==> config.mk <==
export PLATFORM = sky130hd
export DESIGN_NAME = lmss_top
export DESIGN_NICKNAME = d
export VERILOG_FILES = /design/src/rtl/lmss_top.v /design/src/rtl/lmss_sync.v
export VERILOG_INCLUDE_DIRS = /design/src /design/src/include
export SDC_FILE = /design/constraint.sdc
export NUM_CORES = 1
export LEC_CHECK = 0
export BUFFER_PORTS_ARGS = -buffer_cell sky130_fd_sc_hd__buf_4
export CAP_MARGIN = 10
export CELL_PAD_IN_SITES_DETAIL_PLACEMENT = 0
export CELL_PAD_IN_SITES_GLOBAL_PLACEMENT = 1
export CORE_ASPECT_RATIO = 0.9
export CORE_MARGIN = 2
export CORE_UTILIZATION = 46
export CTS_CLUSTER_SIZE = 20
export DETAILED_ROUTE_END_ITERATION = 16
export HOLD_SLACK_MARGIN = 0.1
export PLACE_DENSITY = 0.86
export REMOVE_ABC_BUFFERS = 1
export SYNTH_ARGS = -nofsm -noshare
export SYNTH_HDL_FRONTEND = slang
export SYNTH_SLANG_ARGS = --single-unit
==> constraint.sdc <==
create_clock -name aclk -period 5.37 [get_ports aclk]
set_input_delay 0.2685 -clock aclk [delete_from_list [all_inputs] [get_ports aclk]]
set_output_delay 0.2685 -clock aclk [all_outputs]
set_load 0.03 [all_outputs]
==> src/include/lmss_consts.vh <==
// Purpose: constants of the lift mode safety supervisor
// Assumes: 10 MHz controller clock, AXI4-Lite register access
// Notes: times in seconds or minutes, cycles derived in code
`ifndef LMSS_CONSTS_VH
`define LMSS_CONSTS_VH

`define LMSS_CLK_HZ 10000000
`define LMSS_TICK_S 1
`define LMSS_SEC_PER_MIN 60

// Register byte offsets
`define LMSS_REG_CTRL 8'h00
`define LMSS_REG_RUNTIME 8'h04
`define LMSS_REG_IDLE 8'h08
`define LMSS_REG_LIGHT 8'h0c
`define LMSS_REG_STATUS 8'h10
`define LMSS_REG_FLOG 8'h14

// Control fields
`define LMSS_CTRL_HYD 0
`define LMSS_CTRL_LAND_OFF 1
`define LMSS_CTRL_SW_OFF 2
`define LMSS_CTRL_ENCODER 3
`define LMSS_CTRL_PTC_ALT 4
`define LMSS_CTRL_PTC_SWOFF 5
`define LMSS_CTRL_XP_LO 6
`define LMSS_CTRL_XP_HI 7
`define LMSS_CTRL_RST 8'h00

// Excess pressure modes
`define LMSS_XP_OFF 2'h0
`define LMSS_XP_LOCK 2'h1
`define LMSS_XP_NOLOCK 2'h2

// Timing limits and reset values
`define LMSS_RUNTIME_MAX_S 45
`define LMSS_IDLE_MAX_MIN 15
`define LMSS_LIGHT_T0_MIN 1
`define LMSS_LIGHT_T1_MIN 10
`define LMSS_LIGHT_T2_MIN 30
`define LMSS_LIGHT_RST 2'h0

`define LMSS_NIN 24

`endif

==> src/rtl/lmss_top.v <==
// Purpose: supervisor of special modes and safety monitors of a lift controller
// Assumes: pin inputs asynchronous, mode inputs active when de-energised
// Notes: drive, door and call handling act on the registered command outputs
`timescale 1ns/1ps
`include "lmss_consts.vh"

// Behaviour
// - Inspection blocks calls, doors, relevel, homing, emergency
// - Inspection slows at correction, stops terminal
// - Emergency operation blocks calls, doors; overtravel allowed
// - Both modes active stops and blocks travel; creep stays
// - Landing control off clears calls, blocks landing
// - Landing control off disables parking landing
// - Light failure stops at landing, faults, blocks
// - Hydraulic light failure lowers car home
// - Thermistor normal below 2.2k, trip above 2.7k
// - Overtemperature applies configured stop reaction
// - Overtemperature logged and reported at once
// - Hydraulic homing after idle, switch-off, light failure
// - Homing keeps creep; door cycles at bottom
// - Cabin light off after idle time
// - Top limit shuts down, returns, parks
// - Runtime trip shuts down, creep stays
// - Up-creep returns home; runtime trip blocks hard
// - Down-creep shuts down, creep stays
// - Overload sampled at standstill; creep kept
// - Excess pressure mode: off, lock, no lock
// - Magnet selector without pulses blocks travel
// - Encoder point missed in runtime blocks travel
module lmss_top #(
    parameter ADDR_W = 8,
    parameter [23:0] TICK_CYCLES = `LMSS_CLK_HZ * `LMSS_TICK_S
) (
    // Clock and reset
    input wire aclk,
    input wire aresetn,
    // AXI4-Lite slave
    input wire [ADDR_W-1:0] s_axi_awaddr,
    input wire s_axi_awvalid,
    output wire s_axi_awready,
    input wire [31:0] s_axi_wdata,
    input wire [3:0] s_axi_wstrb,
    input wire s_axi_wvalid,
    output wire s_axi_wready,
    output reg [1:0] s_axi_bresp,
    output reg s_axi_bvalid,
    input wire s_axi_bready,
    input wire [ADDR_W-1:0] s_axi_araddr,
    input wire s_axi_arvalid,
    output wire s_axi_arready,
    output reg [31:0] s_axi_rdata,
    output reg [1:0] s_axi_rresp,
    output reg s_axi_rvalid,
    input wire s_axi_rready,
    // Mode inputs, active when de-energised
    input wire inspection_mode_input,
    input wire inspection_mode_input_alt,
    input wire emergency_operation_input,
    // Monitors
    input wire light_voltage_ok,
    input wire ptc_below_low,
    input wire ptc_above_high,
    input wire top_emergency_limit,
    input wire up_creep_fault,
    input wire down_creep_fault,
    input wire overload_input,
    input wire excess_pressure_input,
    input wire safety_circuit_closed,
    // Shaft and car state
    input wire shaft_pulse_input_a,
    input wire shaft_pulse_input_b,
    input wire encoder_point,
    input wire flush_level_switch,
    input wire correction_switch,
    input wire terminal_flush_level,
    input wire at_bottom_landing,
    input wire in_landing_zone,
    input wire car_moving,
    input wire door_closed,
    // Operator
    input wire call_end_button,
    input wire ok_button,
    // Call and door commands
    output reg calls_clear,
    output reg car_calls_block,
    output reg landing_calls_block,
    output reg door_open_inhibit,
    output reg door_cycle_req,
    output reg door_open_button_enable,
    output reg parking_disable,
    // Drive commands
    output reg speed_reduce,
    output reg terminal_stop,
    output reg terminal_overtravel_allow,
    output reg stop_immediate,
    output reg stop_next_flush,
    output reg motor_switch_off,
    output reg travel_block,
    output reg relevel_enable,
    output reg creep_enable,
    output reg homing_request,
    // Status
    output reg cabin_light_on,
    output reg fault_active,
    output reg remote_report,
    output reg runtime_blocked,
    output reg overload_active
);
    localparam ST_IDLE = 3'h0;
    localparam ST_SHUT = 3'h1;
    localparam ST_RETURN = 3'h2;
    localparam ST_PARK = 3'h3;
    localparam ST_BLOCK = 3'h4;
    localparam ST_DOWN = 3'h5;
    localparam [10:0] RT_MAX = `LMSS_RUNTIME_MAX_S;
    localparam [10:0] IDLE_MAX = `LMSS_IDLE_MAX_MIN * `LMSS_SEC_PER_MIN;

    function [10:0] light_secs;
        input [1:0] sel;
        begin
            case (sel)
                2'h1: light_secs = `LMSS_LIGHT_T1_MIN * `LMSS_SEC_PER_MIN;
                2'h2: light_secs = `LMSS_LIGHT_T2_MIN * `LMSS_SEC_PER_MIN;
                default: light_secs = `LMSS_LIGHT_T0_MIN * `LMSS_SEC_PER_MIN;
            endcase
        end
    endfunction

    // Synchronised pins
    wire [`LMSS_NIN-1:0] pins;
    wire [`LMSS_NIN-1:0] sp;
    assign pins = {inspection_mode_input, inspection_mode_input_alt,
        emergency_operation_input, light_voltage_ok, ptc_below_low, ptc_above_high,
        top_emergency_limit, up_creep_fault, down_creep_fault, overload_input,
        excess_pressure_input, safety_circuit_closed, shaft_pulse_input_a,
        shaft_pulse_input_b, encoder_point, flush_level_switch, correction_switch,
        terminal_flush_level, at_bottom_landing, in_landing_zone, car_moving,
        door_closed, call_end_button, ok_button};

    lmss_sync #(.W(`LMSS_NIN)) u_sync (
        .aclk(aclk),
        .aresetn(aresetn),
        .din(pins),
        .dout(sp)
    );

    wire s_insp_n = sp[23] & sp[22];
    wire s_eeo_n = sp[21];
    wire s_light = sp[20];
    wire s_ptc_lo = sp[19];
    wire s_ptc_hi = sp[18];
    wire s_toplim = sp[17];
    wire s_upcr = sp[16];
    wire s_dncr = sp[15];
    wire s_ovl = sp[14];
    wire s_xp = sp[13];
    wire s_safe = sp[12];
    wire s_corr = sp[7];
    wire s_term = sp[6];
    wire s_bottom = sp[5];
    wire s_zone = sp[4];
    wire s_moving = sp[3];
    wire s_dclosed = sp[2];
    wire s_callend = sp[1];
    wire s_ok = sp[0];

    // Registers
    reg [7:0] ctrl;
    reg [5:0] rt_cfg;
    reg [9:0] idle_cfg;
    reg [1:0] light_sel;
    reg [6:0] flog;
    reg [23:0] prev;
    reg [2:0] state;
    reg up_src;
    reg ptc_trip;
    reg xp_locked;
    reg homing;
    reg light_off;
    reg [23:0] pre;
    reg [23:0] rt_pre;
    reg [10:0] rt_sec;
    reg [10:0] idle_sec;
    reg land_off_d;

    wire hyd = ctrl[`LMSS_CTRL_HYD];
    wire land_off = ctrl[`LMSS_CTRL_LAND_OFF];
    wire [1:0] xp_mode = ctrl[`LMSS_CTRL_XP_HI:`LMSS_CTRL_XP_LO];
    wire insp = ~s_insp_n;
    wire both = insp & ~s_eeo_n;
    wire eeo = ~s_eeo_n & ~insp;
    wire special = insp | ~s_eeo_n;
    wire light_fault = ~s_light;
    wire tick = (pre == TICK_CYCLES - 24'h000001);
    wire unblock = s_callend & s_ok & ~prev[0];
    wire pulse_edge = ctrl[`LMSS_CTRL_ENCODER] ? (sp[9] & ~prev[9]) :
        ((sp[11] ^ prev[11]) | (sp[10] ^ prev[10]));
    wire [10:0] rt_lim = ({5'h00, rt_cfg} > RT_MAX) ? RT_MAX : {5'h00, rt_cfg};
    wire [10:0] idle_lim = ({1'b0, idle_cfg} > IDLE_MAX) ? IDLE_MAX : {1'b0, idle_cfg};
    wire rt_trip = s_moving & (rt_sec >= rt_lim) & ~runtime_blocked;
    wire ptc_rise = s_ptc_hi & ~ptc_trip;
    wire idle = ~s_moving & s_dclosed;
    wire home_cond = hyd & ~special & ~s_bottom & ~s_moving &
        (ctrl[`LMSS_CTRL_SW_OFF] | light_fault | (idle & idle_sec >= idle_lim));
    wire xp_stop = (xp_mode == `LMSS_XP_NOLOCK & s_xp) | xp_locked;

    // AXI write channel, address and data taken in either order
    reg aw_held;
    reg w_held;
    reg [ADDR_W-1:0] aw_addr;
    reg [31:0] w_data;
    reg [3:0] w_strb;
    assign s_axi_awready = ~aw_held & ~s_axi_bvalid;
    assign s_axi_wready = ~w_held & ~s_axi_bvalid;
    assign s_axi_arready = ~s_axi_rvalid;
    wire aw_now = aw_held | s_axi_awvalid;
    wire w_now = w_held | s_axi_wvalid;
    wire [ADDR_W-1:0] wa = aw_held ? aw_addr : s_axi_awaddr;
    wire [31:0] wd = w_held ? w_data : s_axi_wdata;
    wire [3:0] ws = w_held ? w_strb : s_axi_wstrb;
    wire wr_go = aw_now & w_now & ~s_axi_bvalid;
    wire [7:0] wa8 = wa[7:0];
    wire [7:0] ra8 = s_axi_araddr[7:0];
    wire flog_wr = wr_go & (wa8 == `LMSS_REG_FLOG);

    always @(posedge aclk) begin
        if (!aresetn) begin
            aw_held <= 1'b0;
            w_held <= 1'b0;
            aw_addr <= {ADDR_W{1'b0}};
            w_data <= 32'h0;
            w_strb <= 4'h0;
            s_axi_bvalid <= 1'b0;
            s_axi_bresp <= 2'h0;
            ctrl <= `LMSS_CTRL_RST;
            rt_cfg <= RT_MAX[5:0];
            idle_cfg <= IDLE_MAX[9:0];
            light_sel <= `LMSS_LIGHT_RST;
        end else begin
            if (s_axi_bvalid & s_axi_bready) begin
                s_axi_bvalid <= 1'b0;
            end
            if (wr_go) begin
                aw_held <= 1'b0;
                w_held <= 1'b0;
                s_axi_bvalid <= 1'b1;
                s_axi_bresp <= 2'h0;
                case (wa8)
                    `LMSS_REG_CTRL: ctrl <= ws[0] ? wd[7:0] : ctrl;
                    `LMSS_REG_RUNTIME: rt_cfg <= ws[0] ? wd[5:0] : rt_cfg;
                    `LMSS_REG_IDLE: idle_cfg <= {ws[1] ? wd[9:8] : idle_cfg[9:8],
                        ws[0] ? wd[7:0] : idle_cfg[7:0]};
                    `LMSS_REG_LIGHT: light_sel <= ws[0] ? wd[1:0] : light_sel;
                    `LMSS_REG_STATUS, `LMSS_REG_FLOG: s_axi_bresp <= 2'h0;
                    default: s_axi_bresp <= 2'h2;
                endcase
            end else begin
                if (s_axi_awvalid & s_axi_awready) begin
                    aw_held <= 1'b1;
                    aw_addr <= s_axi_awaddr;
                end
                if (s_axi_wvalid & s_axi_wready) begin
                    w_held <= 1'b1;
                    w_data <= s_axi_wdata;
                    w_strb <= s_axi_wstrb;
                end
            end
        end
    end

    // AXI read channel
    always @(posedge aclk) begin
        if (!aresetn) begin
            s_axi_rvalid <= 1'b0;
            s_axi_rdata <= 32'h0;
            s_axi_rresp <= 2'h0;
        end else if (s_axi_rvalid) begin
            if (s_axi_rready) begin
                s_axi_rvalid <= 1'b0;
            end
        end else if (s_axi_arvalid) begin
            s_axi_rvalid <= 1'b1;
            s_axi_rresp <= 2'h0;
            case (ra8)
                `LMSS_REG_CTRL: s_axi_rdata <= {24'h0, ctrl};
                `LMSS_REG_RUNTIME: s_axi_rdata <= {26'h0, rt_cfg};
                `LMSS_REG_IDLE: s_axi_rdata <= {22'h0, idle_cfg};
                `LMSS_REG_LIGHT: s_axi_rdata <= {30'h0, light_sel};
                `LMSS_REG_STATUS: s_axi_rdata <= {20'h0, state, runtime_blocked, ptc_trip,
                    xp_locked, homing, cabin_light_on, overload_active, both, eeo, insp};
                `LMSS_REG_FLOG: s_axi_rdata <= {25'h0, flog};
                default: begin
                    s_axi_rdata <= 32'h00000000;
                    s_axi_rresp <= 2'h2;
                end
            endcase
        end
    end

    // Supervisor state
    reg [2:0] next_state;
    always @* begin
        next_state = state;
        case (state)
            ST_IDLE: begin
                if (hyd & s_toplim) begin
                    next_state = ST_SHUT;
                end else if (hyd & s_upcr) begin
                    next_state = ST_RETURN;
                end else if (hyd & s_dncr) begin
                    next_state = ST_DOWN;
                end
            end
            ST_SHUT: if (~s_toplim & s_safe) next_state = ST_RETURN;
            ST_RETURN: begin
                if (rt_trip & up_src & ~s_zone) begin
                    next_state = ST_BLOCK;
                end else if (s_bottom & ~s_moving) begin
                    next_state = ST_PARK;
                end
            end
            ST_PARK, ST_BLOCK, ST_DOWN: if (unblock) next_state = ST_IDLE;
            default: next_state = ST_IDLE;
        endcase
    end

    always @(posedge aclk) begin
        if (!aresetn) begin
            state <= ST_IDLE;
            up_src <= 1'b0;
            prev <= 24'h0;
            ptc_trip <= 1'b0;
            xp_locked <= 1'b0;
            runtime_blocked <= 1'b0;
            homing <= 1'b0;
            light_off <= 1'b0;
            pre <= 24'h0;
            rt_pre <= 24'h0;
            rt_sec <= 11'h0;
            idle_sec <= 11'h0;
            flog <= 7'h00;
            land_off_d <= 1'b0;
            overload_active <= 1'b0;
        end else begin
            state <= next_state;
            if (state == ST_IDLE & next_state == ST_RETURN) up_src <= 1'b1;
            else if (state == ST_IDLE & next_state == ST_SHUT) up_src <= 1'b0;
            prev <= sp;
            land_off_d <= land_off;
            pre <= tick ? 24'h0 : pre + 24'h1;
            // Hysteresis between the two thresholds keeps the last verdict
            if (s_ptc_hi) ptc_trip <= 1'b1;
            else if (s_ptc_lo) ptc_trip <= 1'b0;
            if (xp_mode == `LMSS_XP_LOCK & s_xp) xp_locked <= 1'b1;
            else if (unblock | xp_mode != `LMSS_XP_LOCK) xp_locked <= 1'b0;
            if (rt_trip) runtime_blocked <= 1'b1;
            else if (unblock) runtime_blocked <= 1'b0;
            // Own prescaler, restarted per pulse
            if (~s_moving | pulse_edge) begin
                rt_pre <= 24'h0;
                rt_sec <= 11'h0;
            end else if (rt_pre == TICK_CYCLES - 24'h1) begin
                rt_pre <= 24'h0;
                rt_sec <= (rt_sec == 11'h7ff) ? rt_sec : rt_sec + 11'h1;
            end else begin
                rt_pre <= rt_pre + 24'h1;
            end
            if (~idle) idle_sec <= 11'h000;
            else if (tick & idle_sec != 11'h7ff) idle_sec <= idle_sec + 11'h001;
            if (~idle) light_off <= 1'b0;
            else if (idle_sec >= light_secs(light_sel)) light_off <= 1'b1;
            if (home_cond) homing <= 1'b1;
            else if (special | s_bottom) homing <= 1'b0;
            if (~s_moving) overload_active <= s_ovl;
            // Set wins over a clearing write
            flog <= (flog & ~(flog_wr ? wd[6:0] & {7{ws[0]}} : 7'h00)) |
                {s_xp & xp_mode != `LMSS_XP_OFF, s_dncr & hyd, s_upcr & hyd,
                s_toplim & hyd, rt_trip, light_fault, ptc_rise};
        end
    end

    // Registered command outputs
    wire hold_stop = (state == ST_SHUT) | (state == ST_BLOCK) | (state == ST_DOWN);
    wire ptc_alt = ctrl[`LMSS_CTRL_PTC_ALT];
    always @(posedge aclk) begin
        if (!aresetn) begin
            calls_clear <= 1'b0;
            car_calls_block <= 1'b0;
            landing_calls_block <= 1'b0;
            door_open_inhibit <= 1'b0;
            door_cycle_req <= 1'b0;
            door_open_button_enable <= 1'b0;
            parking_disable <= 1'b0;
            speed_reduce <= 1'b0;
            terminal_stop <= 1'b0;
            terminal_overtravel_allow <= 1'b0;
            stop_immediate <= 1'b0;
            stop_next_flush <= 1'b0;
            motor_switch_off <= 1'b0;
            travel_block <= 1'b0;
            relevel_enable <= 1'b0;
            creep_enable <= 1'b0;
            homing_request <= 1'b0;
            cabin_light_on <= 1'b1;
            fault_active <= 1'b0;
            remote_report <= 1'b0;
        end else begin
            calls_clear <= special | (land_off & ~land_off_d);
            car_calls_block <= special | (state != ST_IDLE);
            landing_calls_block <= special | land_off | (state != ST_IDLE);
            door_open_inhibit <= special;
            door_cycle_req <= (homing & s_bottom) |
                (state == ST_RETURN & next_state == ST_PARK);
            door_open_button_enable <= ~special;
            parking_disable <= land_off;
            speed_reduce <= special & s_corr;
            terminal_stop <= insp & s_term;
            terminal_overtravel_allow <= eeo;
            stop_immediate <= both | hold_stop | rt_trip | runtime_blocked | xp_stop |
                (ptc_trip & (hyd | ~ptc_alt));
            stop_next_flush <= (light_fault & ~special) |
                (ptc_trip & ~hyd & ptc_alt);
            motor_switch_off <= ptc_trip & ctrl[`LMSS_CTRL_PTC_SWOFF];
            travel_block <= both | runtime_blocked | hold_stop | (state == ST_PARK) |
                xp_stop | (light_fault & ~special & ~s_moving);
            relevel_enable <= ~special;
            // Creep stays live on hydraulic lifts except for the hard block after an up-creep return
            creep_enable <= hyd & (state != ST_BLOCK);
            homing_request <= ~special & ((homing & ~s_bottom) | (state == ST_RETURN) |
                (hyd & ptc_trip & ~ptc_alt));
            cabin_light_on <= ~light_off;
            fault_active <= light_fault | ptc_trip | runtime_blocked |
                (state != ST_IDLE);
            remote_report <= ptc_rise;
        end
    end
endmodule // lmss_top

==> src/rtl/lmss_sync.v <==
// Purpose: two-stage synchroniser for a vector of pin inputs
// Assumes: bits are independent levels
// Notes: first stage feeds only the second stage
`timescale 1ns/1ps
module lmss_sync #(
    parameter W = 24
) (
    // Clock and reset
    input wire aclk,
    input wire aresetn,
    // Data
    input wire [W-1:0] din,
    output reg [W-1:0] dout
);
    reg [W-1:0] meta;

    always @(posedge aclk) begin
        if (!aresetn) begin
            meta <= {W{1'b0}};
            dout <= {W{1'b0}};
        end else begin
            meta <= din;
            dout <= meta;
        end
    end
endmodule // lmss_sync

==> impl_summary.log, run 1 <==
[metrics] top fanout value on the critical path: 16
[metrics] number of sinks driven by the clock tree: 220
[metrics] number of flops mapped to enable cells by yosys: 0
[metrics] data required time of the critical path: 5770 ps
[metrics] syn_area_per_cell: 8.91 um^2
[metrics] starting density of the core: 46.9%
[metrics] cell with the most instances after synthesis: dfxtp_1
[metrics] pin count of the biggest net entering global routing: 102
[metrics] setup violators final: 0
[metrics] unrepaired setup endpoints after global routing: no
[metrics] htree depth: 1
[metrics] total detailed-routing wirelength: 22800 um
[metrics] floorplan die area: 22400 um^2
[metrics] Relative slew margins: 37.7%
[metrics] vias in the first global route: 7433
[metrics] first-pass GRT wire length: 37200 um
[metrics] initial antenna violation count: 1
[metrics] Filler cells: 1902
[metrics] Register-to-Register Setup Slack: 2750 ps
[metrics] count of unique library cells instantiated by Yosys: 66
[metrics] overall power consumption: 3.59 mW
[metrics] net switching power: 828 uW
[metrics] outcome: finished clean
[metrics] sw frac: 23.1%
[metrics] most common flop cell mapped by yosys: dfxtp_1
[metrics] horizontal extent of the die: 157 um
[metrics] number of search-and-repair iterations in the first detailed-routing pass: 5
[metrics] later-pin clock latency in the skew report: 510 ps
[metrics] proportion of netlist area held by the largest area contributor: 45.2%
[metrics] number of I/O pins: 146
[metrics] TritonCTS buffer count: 23
[metrics] crit path time final: 2620 ps
[metrics] clock slew seen by the registers of the worst setup and hold paths: 60 ps
[metrics] final-report hold violation count: 0
[metrics] Hold Crit Endpoint: aw_addr[3]
[metrics] Crit Reg-Reg Endpoint: ctrl[7]
[metrics] total global routing track utilization: 20.3%
[metrics] number of maximum-capacitance constraint violations: 0
[metrics] number of nets still failing antenna checks after routing: 0
[metrics] reg2reg start: w_held
[metrics] Worst setup SP type: register
[metrics] Clock Skew: 10.1 ps
[metrics] last weighted congestion value of the routability-driven placer: 0.837
[metrics] fraction of registers with async set or reset after synthesis: 0%
[metrics] Yosys Warn Count: 0
[metrics] DRT iter0 DRCs: 650
[metrics] FF-to-FF path depth: 4
[metrics] maximum vdd drop: 0.000244 V
[metrics] vias per inst: 5.34
[metrics] Port Buffers: 98
[metrics] type of destination of the critical path: register
[metrics] combinational share of power: 7.4%
[metrics] maximum clock frequency: 381 MHz
[metrics] busiest grt layer: met2
[metrics] dpl cell area: 10600 um^2
[metrics] post-synthesis instance area: 9740 um^2
[metrics] Die Span Y: 142 um
[metrics] share of power burned in the clock network: 45.2%
[metrics] sequential share of the synthesized area: 45.2%
[metrics] most frequent cells after synthesis: 220 x dfxtp_1, 113 x nor2_1, 93 x nand2_1
[metrics] Hold Path Stages: 5
[metrics] layout cells sized above 1: 13.9%
[metrics] total overflow reported by the global router: 0
[metrics] post-detailed-placement half-perimeter wirelength: 16000 um
[metrics] Leakage Power: 4.76 nW
[metrics] layout-stage area growth over the synthesis result: 21.5%
[metrics] Power per Cell Area: 303 nW/um^2
[metrics] Sum Neg Setup Slack: 0 ps
[metrics] worst min-delay path class: input port to register
[metrics] beginning of the worst hold path: s_axi_awaddr[3]
[metrics] largest cells by area after synthesis: dfxtp_1 45%, nor2_1 4.4%, ha_1 3.9%
[metrics] Max Transition Viols Final: 0
[metrics] clock root cell: clkbuf_16
[metrics] GRT met2 Usage: 32.8%
[metrics] routing usage on met3: 3.29%
[metrics] Slew @ Worst Pin: 921 ps
[metrics] detailed-route wire length per cell: 15.0 um
[metrics] total number of placement rows: 50
[metrics] DRC viols: 0
[metrics] register share of total power: 47.4%
[metrics] gate count of the mapped netlist: 1094
[metrics] post-route clock period utilization: 48.8%
[metrics] clock buffer depth: 3
[metrics] CTS tree: done
[metrics] post-route cell area: 11800 um^2
[metrics] P_int: 2.76 mW
[metrics] arrival time worst endpoint: 3030 ps
[metrics] Worst Setup Path Type: register to register
[metrics] final layout net count: 1330
[metrics] flop and latch count out of synthesis: 220
[metrics] met1 track demand over resource: 28.3%
[metrics] cell taking the most area after synthesis: dfxtp_1
[metrics] core outline area: 20800 um^2
[metrics] vias after detailed routing: 8117
[stage by stage]
step / setup WS, ps / std cells / hold WS (ps) / util [%]
floorplan: 3280 / 1043 / 330 / -
global placement: 2800 / 1430 / 365 / 50.9
detailed placement: 2770 / 1430 / 374 / 50.9
CTS: 2750 / 1520 / 166 / 57.0
global route: 2440 / 1521 / 225 / 57.0
finish: 2750 / 1521 / 181 / 57.0
[state kept, by name, summed over array words and instances (netlist names), 2 cells and up]
signal,cells
ctrl,8
light_sel,2
idle_sec,11
w_data,10
u_sync.dout,23
idle_cfg,10
prev,4
s_axi_rdata,12
w_strb,2
pre,24
u_sync.meta,23
flog,7
rt_cfg,6
rt_sec,11
rt_pre,24
state,3
aw_addr,8
[power by group through the flow]
stage | combinational [mW] | sequential, mW | clock (mW)
2_1_floorplan | 0.124 | 1.74 | 0
3_3_place_gp | 0.235 | 1.73 | 0
6_report | 0.267 | 1.70 | 1.62
3_5_place_dp | 0.237 | 1.73 | 0
4_1_cts | 0.266 | 1.70 | 1.65
5_1_grt | 0.289 | 1.70 | 1.73
[how the worst max path moves through the flow]
stage / startpoint / end / slack, ps
2_1_floorplan: idle_cfg[3] / homing / 3280
3_3_place_gp: aresetn / rt_pre[4] / 2800
3_5_place_dp: aresetn / rt_pre[4] / 2770
4_1_cts: w_held / idle_cfg[7] / 2750
5_1_grt: w_held / idle_cfg[7] / 2440
6_report: w_held / ctrl[7] / 2750
[kinds of logic (layout without fill, tap and decap cells)]
group,count (synthesis),in the layout,synth area share [%]
simple gates,465,465,25.1
flops,220,220,45.2
compound gates,174,174,11.2
buf+inv,108,227,5.19
xor+xnor,49,49,4.40
mux,47,47,4.99
fa+ha+maj,30,30,3.85
other cells,1,23,0.0385
[cells in the final DEF, fill, tap and decap left out, drive strengths merged, types with 9 or more instances in the layout]
cell type / synthesis / routed
a21oi: 42 / 42
a22oi: 10 / 10
a31oi: 14 / 14
and2: 56 / 56
and3: 17 / 17
and4: 13 / 13
buf: 37 / 101
clkbuf: 35 / 32
conb: 1 / 22
dfxtp: 220 / 220
dlygate4sd3: 0 / 48
ha: 30 / 30
inv: 36 / 37
mux2: 13 / 13
mux2i: 34 / 34
nand2: 93 / 93
nand2b: 13 / 13
nand3: 64 / 64
nand4: 18 / 18
nor2: 113 / 113
nor3: 14 / 14
nor4: 12 / 12
nor4b: 9 / 9
o21ai: 50 / 50
o31ai: 10 / 10
or4: 14 / 14
xnor2: 16 / 16
xor2: 33 / 33
[worst max-delay path: stages, from the launching register on]
cell	delay [ps]
dfxtp_1	790
o22ai_1	270
nor4b_2	500
nand3_1	530
a31o_2	420
[final cells by class]
| type | instances | area, um^2 | share of cell area, % |
|---|---|---|---|
| clock buffers | 32 | 669 | 5.65 |
| well taps | 286 | 358 | 3.02 |
| inverters | 36 | 135 | 1.14 |
| clock inverters | 10 | 113 | 0.951 |
| multi-input cells | 787 | 4920 | 41.6 |
| diodes | 1 | 2.50 | 0.0211 |
| flip-flops and latches | 220 | 4400 | 37.2 |
| repair buffers | 149 | 1240 | 10.5 |
[what timing repair did]
action                     CTS  global route
hold buffers                48             0
setup buffers                0             0
setup endpoints to repair    0             0
hold endpoints to repair    49             0
gates resized for setup      0             0
[metal layers]
layer,vias up,part of all wire [%]
li1,4043,-
met1,3852,47
met2,175,46
met3,47,4.3
met4,0,2.6
met5,-,0
Note: power is estimated with default switching activity, not from simulation.
==> run 2, diff against run 1 <==
--- a/config.mk
+++ b/config.mk
@@ -12,11 +12,11 @@
 export CELL_PAD_IN_SITES_GLOBAL_PLACEMENT = 1
 export CORE_ASPECT_RATIO = 0.9
 export CORE_MARGIN = 2
-export CORE_UTILIZATION = 46
+export CORE_UTILIZATION = 43
 export CTS_CLUSTER_SIZE = 20
 export DETAILED_ROUTE_END_ITERATION = 16
 export HOLD_SLACK_MARGIN = 0.1
-export PLACE_DENSITY = 0.86
+export PLACE_DENSITY = 0.81
 export REMOVE_ABC_BUFFERS = 1
 export SYNTH_ARGS = -nofsm -noshare
 export SYNTH_HDL_FRONTEND = slang
==> constraint.sdc (replaced) <==
create_clock -name aclk -period 2.5 [get_ports aclk]
set_input_delay 0.125 -clock aclk [delete_from_list [all_inputs] [get_ports aclk]]
set_output_delay 0.125 -clock aclk [all_outputs]
set_load 0.03 [all_outputs]
==> run 2 against run 1 <==
Net effect:
- worst hold slack lost 23 ps
- critical endpoint is now rt_cfg[5]
- worst setup slack lost 2500 ps
- largest power group is now the clock network
- critical path depth up 1
- die area is 6.8% higher
- sequential cell count is the same
- critical path type unchanged
==> impl_summary.log, run 2 (synthesis results as in run 1) <==
[metrics] outcome: finished clean
[metrics] number of maximum-capacitance constraint violations: 0
[metrics] starting density of the core: 43.5%
[metrics] DRC viols: 0
[metrics] vias per inst: 5.23
[metrics] number of sinks driven by the clock tree: 220
[metrics] type of destination of the critical path: register
[metrics] post-CTS setup buffer count: 0
[metrics] DRT iter0 DRCs: 586
[metrics] Post-Place Cells: 1462
[metrics] post-detailed-placement half-perimeter wirelength: 16800 um
[metrics] data required time of the critical path: 2890 ps
[metrics] maximum vdd drop: 0.000796 V
[metrics] vias in the first global route: 7684
[metrics] Power per Cell Area: 675 nW/um^2
[metrics] horizontal extent of the die: 163 um
[metrics] initial antenna violation count: 2
[metrics] Leakage Power: 4.92 nW
[metrics] share of power burned in the clock network: 48.3%
[metrics] net switching power: 1.84 mW
[metrics] CTS tree: done
[metrics] Hold Buf Count CTS: 51
[metrics] number of search-and-repair iterations in the first detailed-routing pass: 5
[metrics] final layout net count: 1355
[metrics] detailed-route wire length per cell: 15.3 um
[metrics] Die Span Y: 147 um
[metrics] Port Buffers: 98
[metrics] Clock Skew: 9.86 ps
[metrics] biggest regs: pre x24, rt_pre x24
[metrics] last weighted congestion value of the routability-driven placer: 0.845
[metrics] clock slew seen by the registers of the worst setup and hold paths: 60 ps
[metrics] Filler cells: 2082
[metrics] total overflow reported by the global router: 0
[metrics] unrepaired setup endpoints after global routing: no
[metrics] htree depth: 1
[metrics] core outline area: 22400 um^2
[metrics] post-route clock period utilization: 91.8%
[metrics] Relative slew margins: 52.4%
[metrics] TritonCTS buffer count: 24
[metrics] Sum Neg Setup Slack: 0 ps
[metrics] number of I/O pins: 146
[metrics] crit path time final: 2290 ps
[metrics] layout-stage area growth over the synthesis result: 24.8%
[metrics] arrival time worst endpoint: 2680 ps
[metrics] total number of placement rows: 52
[metrics] floorplan die area: 23900 um^2
[metrics] Worst Setup Path Type: register to register
[metrics] total global routing track utilization: 20.1%
[metrics] pin count of the biggest net entering global routing: 46
[metrics] commonest non-fill, non-tap cells in the layout: 220 x dfxtp_1, 122 x buf_4, 113 x nor2_1
[metrics] first-pass GRT wire length: 39200 um
[metrics] Worst setup SP type: register
[metrics] final-report hold violation count: 0
[metrics] Max Transition Viols Final: 0
[metrics] number of nets still failing antenna checks after routing: 0
[metrics] clock buffer depth: 3
[metrics] top fanout value on the critical path: 14
[metrics] worst min-delay path class: input port to register
[metrics] later-pin clock latency in the skew report: 510 ps
[metrics] total detailed-routing wirelength: 23900 um
[metrics] count of non-filler cells in the finished layout: 1559
[metrics] Resize count post-CTS: 0
[metrics] layout cells sized above 1: 15.4%
[metrics] P_int: 6.36 mW
[metrics] combinational share of power: 7.3%
[metrics] vias after detailed routing: 8146
[metrics] register share of total power: 44.4%
[metrics] Slew @ Worst Pin: 713 ps
[metrics] maximum clock frequency: 436 MHz
[metrics] leading cell type in the layout, fill and taps excluded: dfxtp_1
[metrics] sw frac: 22.5%
[metrics] setup violators final: 0
[metrics] clock root cell: clkbuf_16
==> run 2: changes by cell type in the layout (fill, tap and decap cells not counted), moves of 2 or more <==
cell / delta
buf_4: +21
bufinv_16: +4
clkbuf_16: +2
clkbuf_8: -4
dlygate4sd3_1: +3
==> run 2: layout make-up <==
| cell class | instances | area [um^2] | share of cell area (%) |
|---|---|---|---|
| clock buffer | 30 | 664 | 5.46 |
| tap | 297 | 372 | 3.06 |
| sequential | 220 | 4400 | 36.2 |
| antenna | 2 | 5.00 | 0.0412 |
| multi-input combinational | 787 | 4920 | 40.5 |
| clock inverter | 14 | 231 | 1.90 |
| inverter | 36 | 135 | 1.11 |
| timing repair buffer | 173 | 1430 | 11.7 |
==> run 2: path summary, 6_finish.rpt <==
kind         slack (ps)         endpoint  cells past startpoint            start
max                 210        rt_cfg[5]                      5          aw_held
min                 160  s_axi_rdata[10]                      5  s_axi_araddr[4]
max reg2reg         210        rt_cfg[5]                      5          aw_held
min reg2reg         380   cabin_light_on                      1        light_off
==> run 2: power by group through the flow <==
stage / Sequential [mW] / Clock [mW] / Combinational, mW
2_1_floorplan: 3.74 / 0 / 0.266
3_3_place_gp: 3.72 / 0 / 0.526
3_5_place_dp: 3.72 / 0 / 0.532
4_1_cts: 3.64 / 4.04 / 0.599
5_1_grt: 3.65 / 4.18 / 0.649
6_report: 3.64 / 3.96 / 0.598
==> run 2: through the flow <==
step / hold WS [ps] / total power [mW] / setup slack (ps) / utilization [%] / cell area (um^2)
2_1_floorplan: 187 / 4.01 / 411 / - / 9450
3_3_place_gp: 315 / 4.24 / 254 / 48.0 / 10700
3_5_place_dp: 324 / 4.25 / 232 / 48.0 / 10700
4_1_cts: 142 / 8.28 / 210 / 54.3 / 12200
5_1_grt: 169 / 8.48 / 32.9 / 54.3 / 12200
6_report: 158 / 8.20 / 206 / 54.3 / 12200
==> run 2: layer usage <==
metal	vias to the layer above	GRT usage [%]	share of wire [%]
met5	-	0	0
met4	0	3.81	1.4
met3	30	3.22	5.0
met2	186	33.0	46
met1	3821	28.0	47
li1	4109	-	-
==> run 2: critical path, stage by stage (launching register included) <==
cell	delay [ps]
dfxtp_1	580
mux2_2	420
nor4b_2	380
nand3_1	430
nor3_1	280
a31oi_1	70
==> run 3, diff against run 2 <==
--- a/config.mk
+++ b/config.mk
@@ -11,13 +11,14 @@
 export CELL_PAD_IN_SITES_DETAIL_PLACEMENT = 0
 export CELL_PAD_IN_SITES_GLOBAL_PLACEMENT = 1
 export CORE_ASPECT_RATIO = 0.9
-export CORE_MARGIN = 2
+export CORE_MARGIN = 5
 export CORE_UTILIZATION = 43
 export CTS_CLUSTER_SIZE = 20
 export DETAILED_ROUTE_END_ITERATION = 16
 export HOLD_SLACK_MARGIN = 0.1
-export PLACE_DENSITY = 0.81
+export PLACE_DENSITY_LB_ADDON = 0.2
 export REMOVE_ABC_BUFFERS = 1
+export SETUP_SLACK_MARGIN = 0.15
 export SYNTH_ARGS = -nofsm -noshare
 export SYNTH_HDL_FRONTEND = slang
 export SYNTH_SLANG_ARGS = --single-unit
==> run 3 against run 2 <==
Net effect:
- worst hold slack got worse by 31 ps
- wire length up 1.6%
- worst setup slack better by 40 ps
- sequential cell count unchanged
- clock power down 7.6%
- non-clock buffer count up 3
- fmax is 1.8% higher
- total power fell by 3.7%
- sequential share of layout area increased by 0.10 points
- global-route usage decreased by 1.7 points
- sequential power is essentially flat
- largest power group unchanged
==> impl_summary.log, run 3 (synthesis results as in run 1) <==
[metrics] post-CTS setup buffer count: 0
[metrics] Worst setup SP type: register
[metrics] Antenna Diode Count: 0
[metrics] sw frac: 23.2%
[metrics] combinational share of power: 7.7%
[metrics] post-route worst hold slack: 127 ps
[metrics] pin count of the biggest net entering global routing: 49
[metrics] horizontal extent of the die: 169 um
[metrics] post-detailed-placement half-perimeter wirelength: 17300 um
[metrics] vias per inst: 5.16
[metrics] Power per Cell Area: 652 nW/um^2
[metrics] total number of placement rows: 52
[metrics] htree depth: 1
[metrics] Crit Reg-Reg Endpoint: homing
[metrics] Max Transition Viols Final: 0
[metrics] share of power burned in the clock network: 46.3%
[metrics] register share of total power: 46.0%
[metrics] starting density of the core: 43.5%
[metrics] clock buffer depth: 3
[metrics] biggest regs: pre x24, rt_pre x24
[metrics] number of search-and-repair iterations in the first detailed-routing pass: 5
[metrics] layout cells sized above 1: 15.8%
[metrics] net switching power: 1.84 mW
[metrics] arrival time worst endpoint: 2650 ps
[metrics] maximum clock frequency: 444 MHz
[metrics] TritonCTS buffer count: 24
[metrics] vias after detailed routing: 8050
[metrics] setup violators final: 0
[metrics] detailed-route wire length per cell: 15.5 um
[metrics] data required time of the critical path: 2900 ps
[metrics] first-pass GRT wire length: 39600 um
[metrics] type of destination of the critical path: register
[metrics] total global routing track utilization: 18.3%
[metrics] Slew @ Worst Pin: 708 ps
[metrics] layout-stage area growth over the synthesis result: 24.4%
[metrics] number of I/O pins: 146
[metrics] worst min-delay path class: input port to register
[metrics] final-report hold violation count: 0
[metrics] later-pin clock latency in the skew report: 510 ps
[metrics] Sum Neg Setup Slack: 0 ps
[metrics] DRC viols: 0
[metrics] outcome: finished clean
[metrics] number of nets still failing antenna checks after routing: 0
[metrics] Hold Crit Endpoint: s_axi_rdata[1]
[metrics] Worst Setup Path Type: register to register
[metrics] Port Buffers: 98
[metrics] maximum vdd drop: 0.000489 V
[metrics] Clock Skew: 9.46 ps
[metrics] number of maximum-capacitance constraint violations: 0
[metrics] Register-to-Register Setup Slack: 250 ps
[metrics] initial antenna violation count: 0
[metrics] reg2reg start: idle_cfg[3]
[metrics] floorplan die area: 25800 um^2
[metrics] total detailed-routing wirelength: 24200 um
[metrics] Die Span Y: 153 um
[metrics] DRT iter0 DRCs: 445
[metrics] total overflow reported by the global router: 0
[metrics] P_int: 6.07 mW
[metrics] post-route clock period utilization: 90.2%
[metrics] last weighted congestion value of the routability-driven placer: 0.824
[metrics] unrepaired setup endpoints after global routing: yes
[metrics] final layout net count: 1358
[metrics] Leakage Power: 4.91 nW
[metrics] Hold Path Stages: 5
[metrics] Relative slew margins: 52.4%
[metrics] number of sinks driven by the clock tree: 220
[metrics] beginning of the worst hold path: s_axi_araddr[6]
[metrics] top fanout value on the critical path: 4
[metrics] FF-to-FF path depth: 9
[metrics] CTS tree: done
[metrics] vias in the first global route: 7613
[metrics] clock slew seen by the registers of the worst setup and hold paths: 60 ps
[metrics] leading cell type in the layout, fill and taps excluded: dfxtp_1
[metrics] commonest non-fill, non-tap cells in the layout: 220 x dfxtp_1, 125 x buf_4, 113 x nor2_1
[metrics] crit path time final: 2250 ps
[metrics] core outline area: 22400 um^2
[metrics] clock root cell: clkbuf_16
[run 3: what timing repair did]
action / 4_1_cts / 5_1_grt
endpoints found under the setup margin: 0 / 4
hold buffers: 51 / 0
hold endpoints to repair: 62 / 0
gates resized for setup: 0 / 3
[run 3: how the worst max path moves through the flow]
stage                     to  depth (start not counted)         from  slack [ps]
floorplan             homing                          9  idle_cfg[3]         410
global placement      homing                          9  idle_cfg[3]         260
detailed placement    homing                          9  idle_cfg[3]         230
CTS                 state[2]                          8    rt_cfg[5]         210
global route          homing                          9  idle_cfg[7]          50
finish                homing                          9  idle_cfg[3]         250
[run 3: per-layer routing]
layer  vias to the layer above  routed length, um  track usage, %
met2                       163              11000            28.9
met1                      3752              11800            26.7
met4                         0                433            3.67
met3                        30               1070            2.89
li1                       4105                  -               -
met5                         -                  0               0
[run 3: worst max-delay path, cell delays in order, from the launching register on]
cell and delay (ps):
dfxtp_1 340, nor4_2 280, a21oi_1 130, nor2b_1 130, ha_1 230, nand2b_1 140
a211o_1 280, a21oi_1 160, a21oi_1 80, or3_1 360
[run 3: power groups by stage]
stage / Combinational [mW] / Sequential (mW) / Clock (mW)
after floorplan: 0.266 / 3.74 / 0
after global placement: 0.540 / 3.72 / 0
after detailed placement: 0.543 / 3.72 / 0
after CTS: 0.608 / 3.64 / 3.76
after global routing: 0.661 / 3.65 / 3.91
final: 0.608 / 3.64 / 3.66
[run 3: final cells by class]
cell class / instances / area, um^2
Tap cell: 297 / 372
Clock inverter: 13 / 156
Timing Repair Buffer: 176 / 1450
Clock buffer: 31 / 668
Sequential cell: 220 / 4400
Inverter: 36 / 135
Multi-Input combinational cell: 787 / 4940
Fill cell: 2090 / 10300
[run 3: through the flow]
stage                     utilization, %  cells  power (mW)  area [um^2]  worst slack (ps)
after global routing                54.2   1560        8.22        12100              51.6
after CTS                           54.1   1560        8.00        12100               214
final                               54.2   1560        7.90        12100               246
after global placement              48.1   1465        4.26        10800               259
after floorplan                        -   1043        4.01         9450               411
after detailed placement            48.1   1465        4.26        10800               231
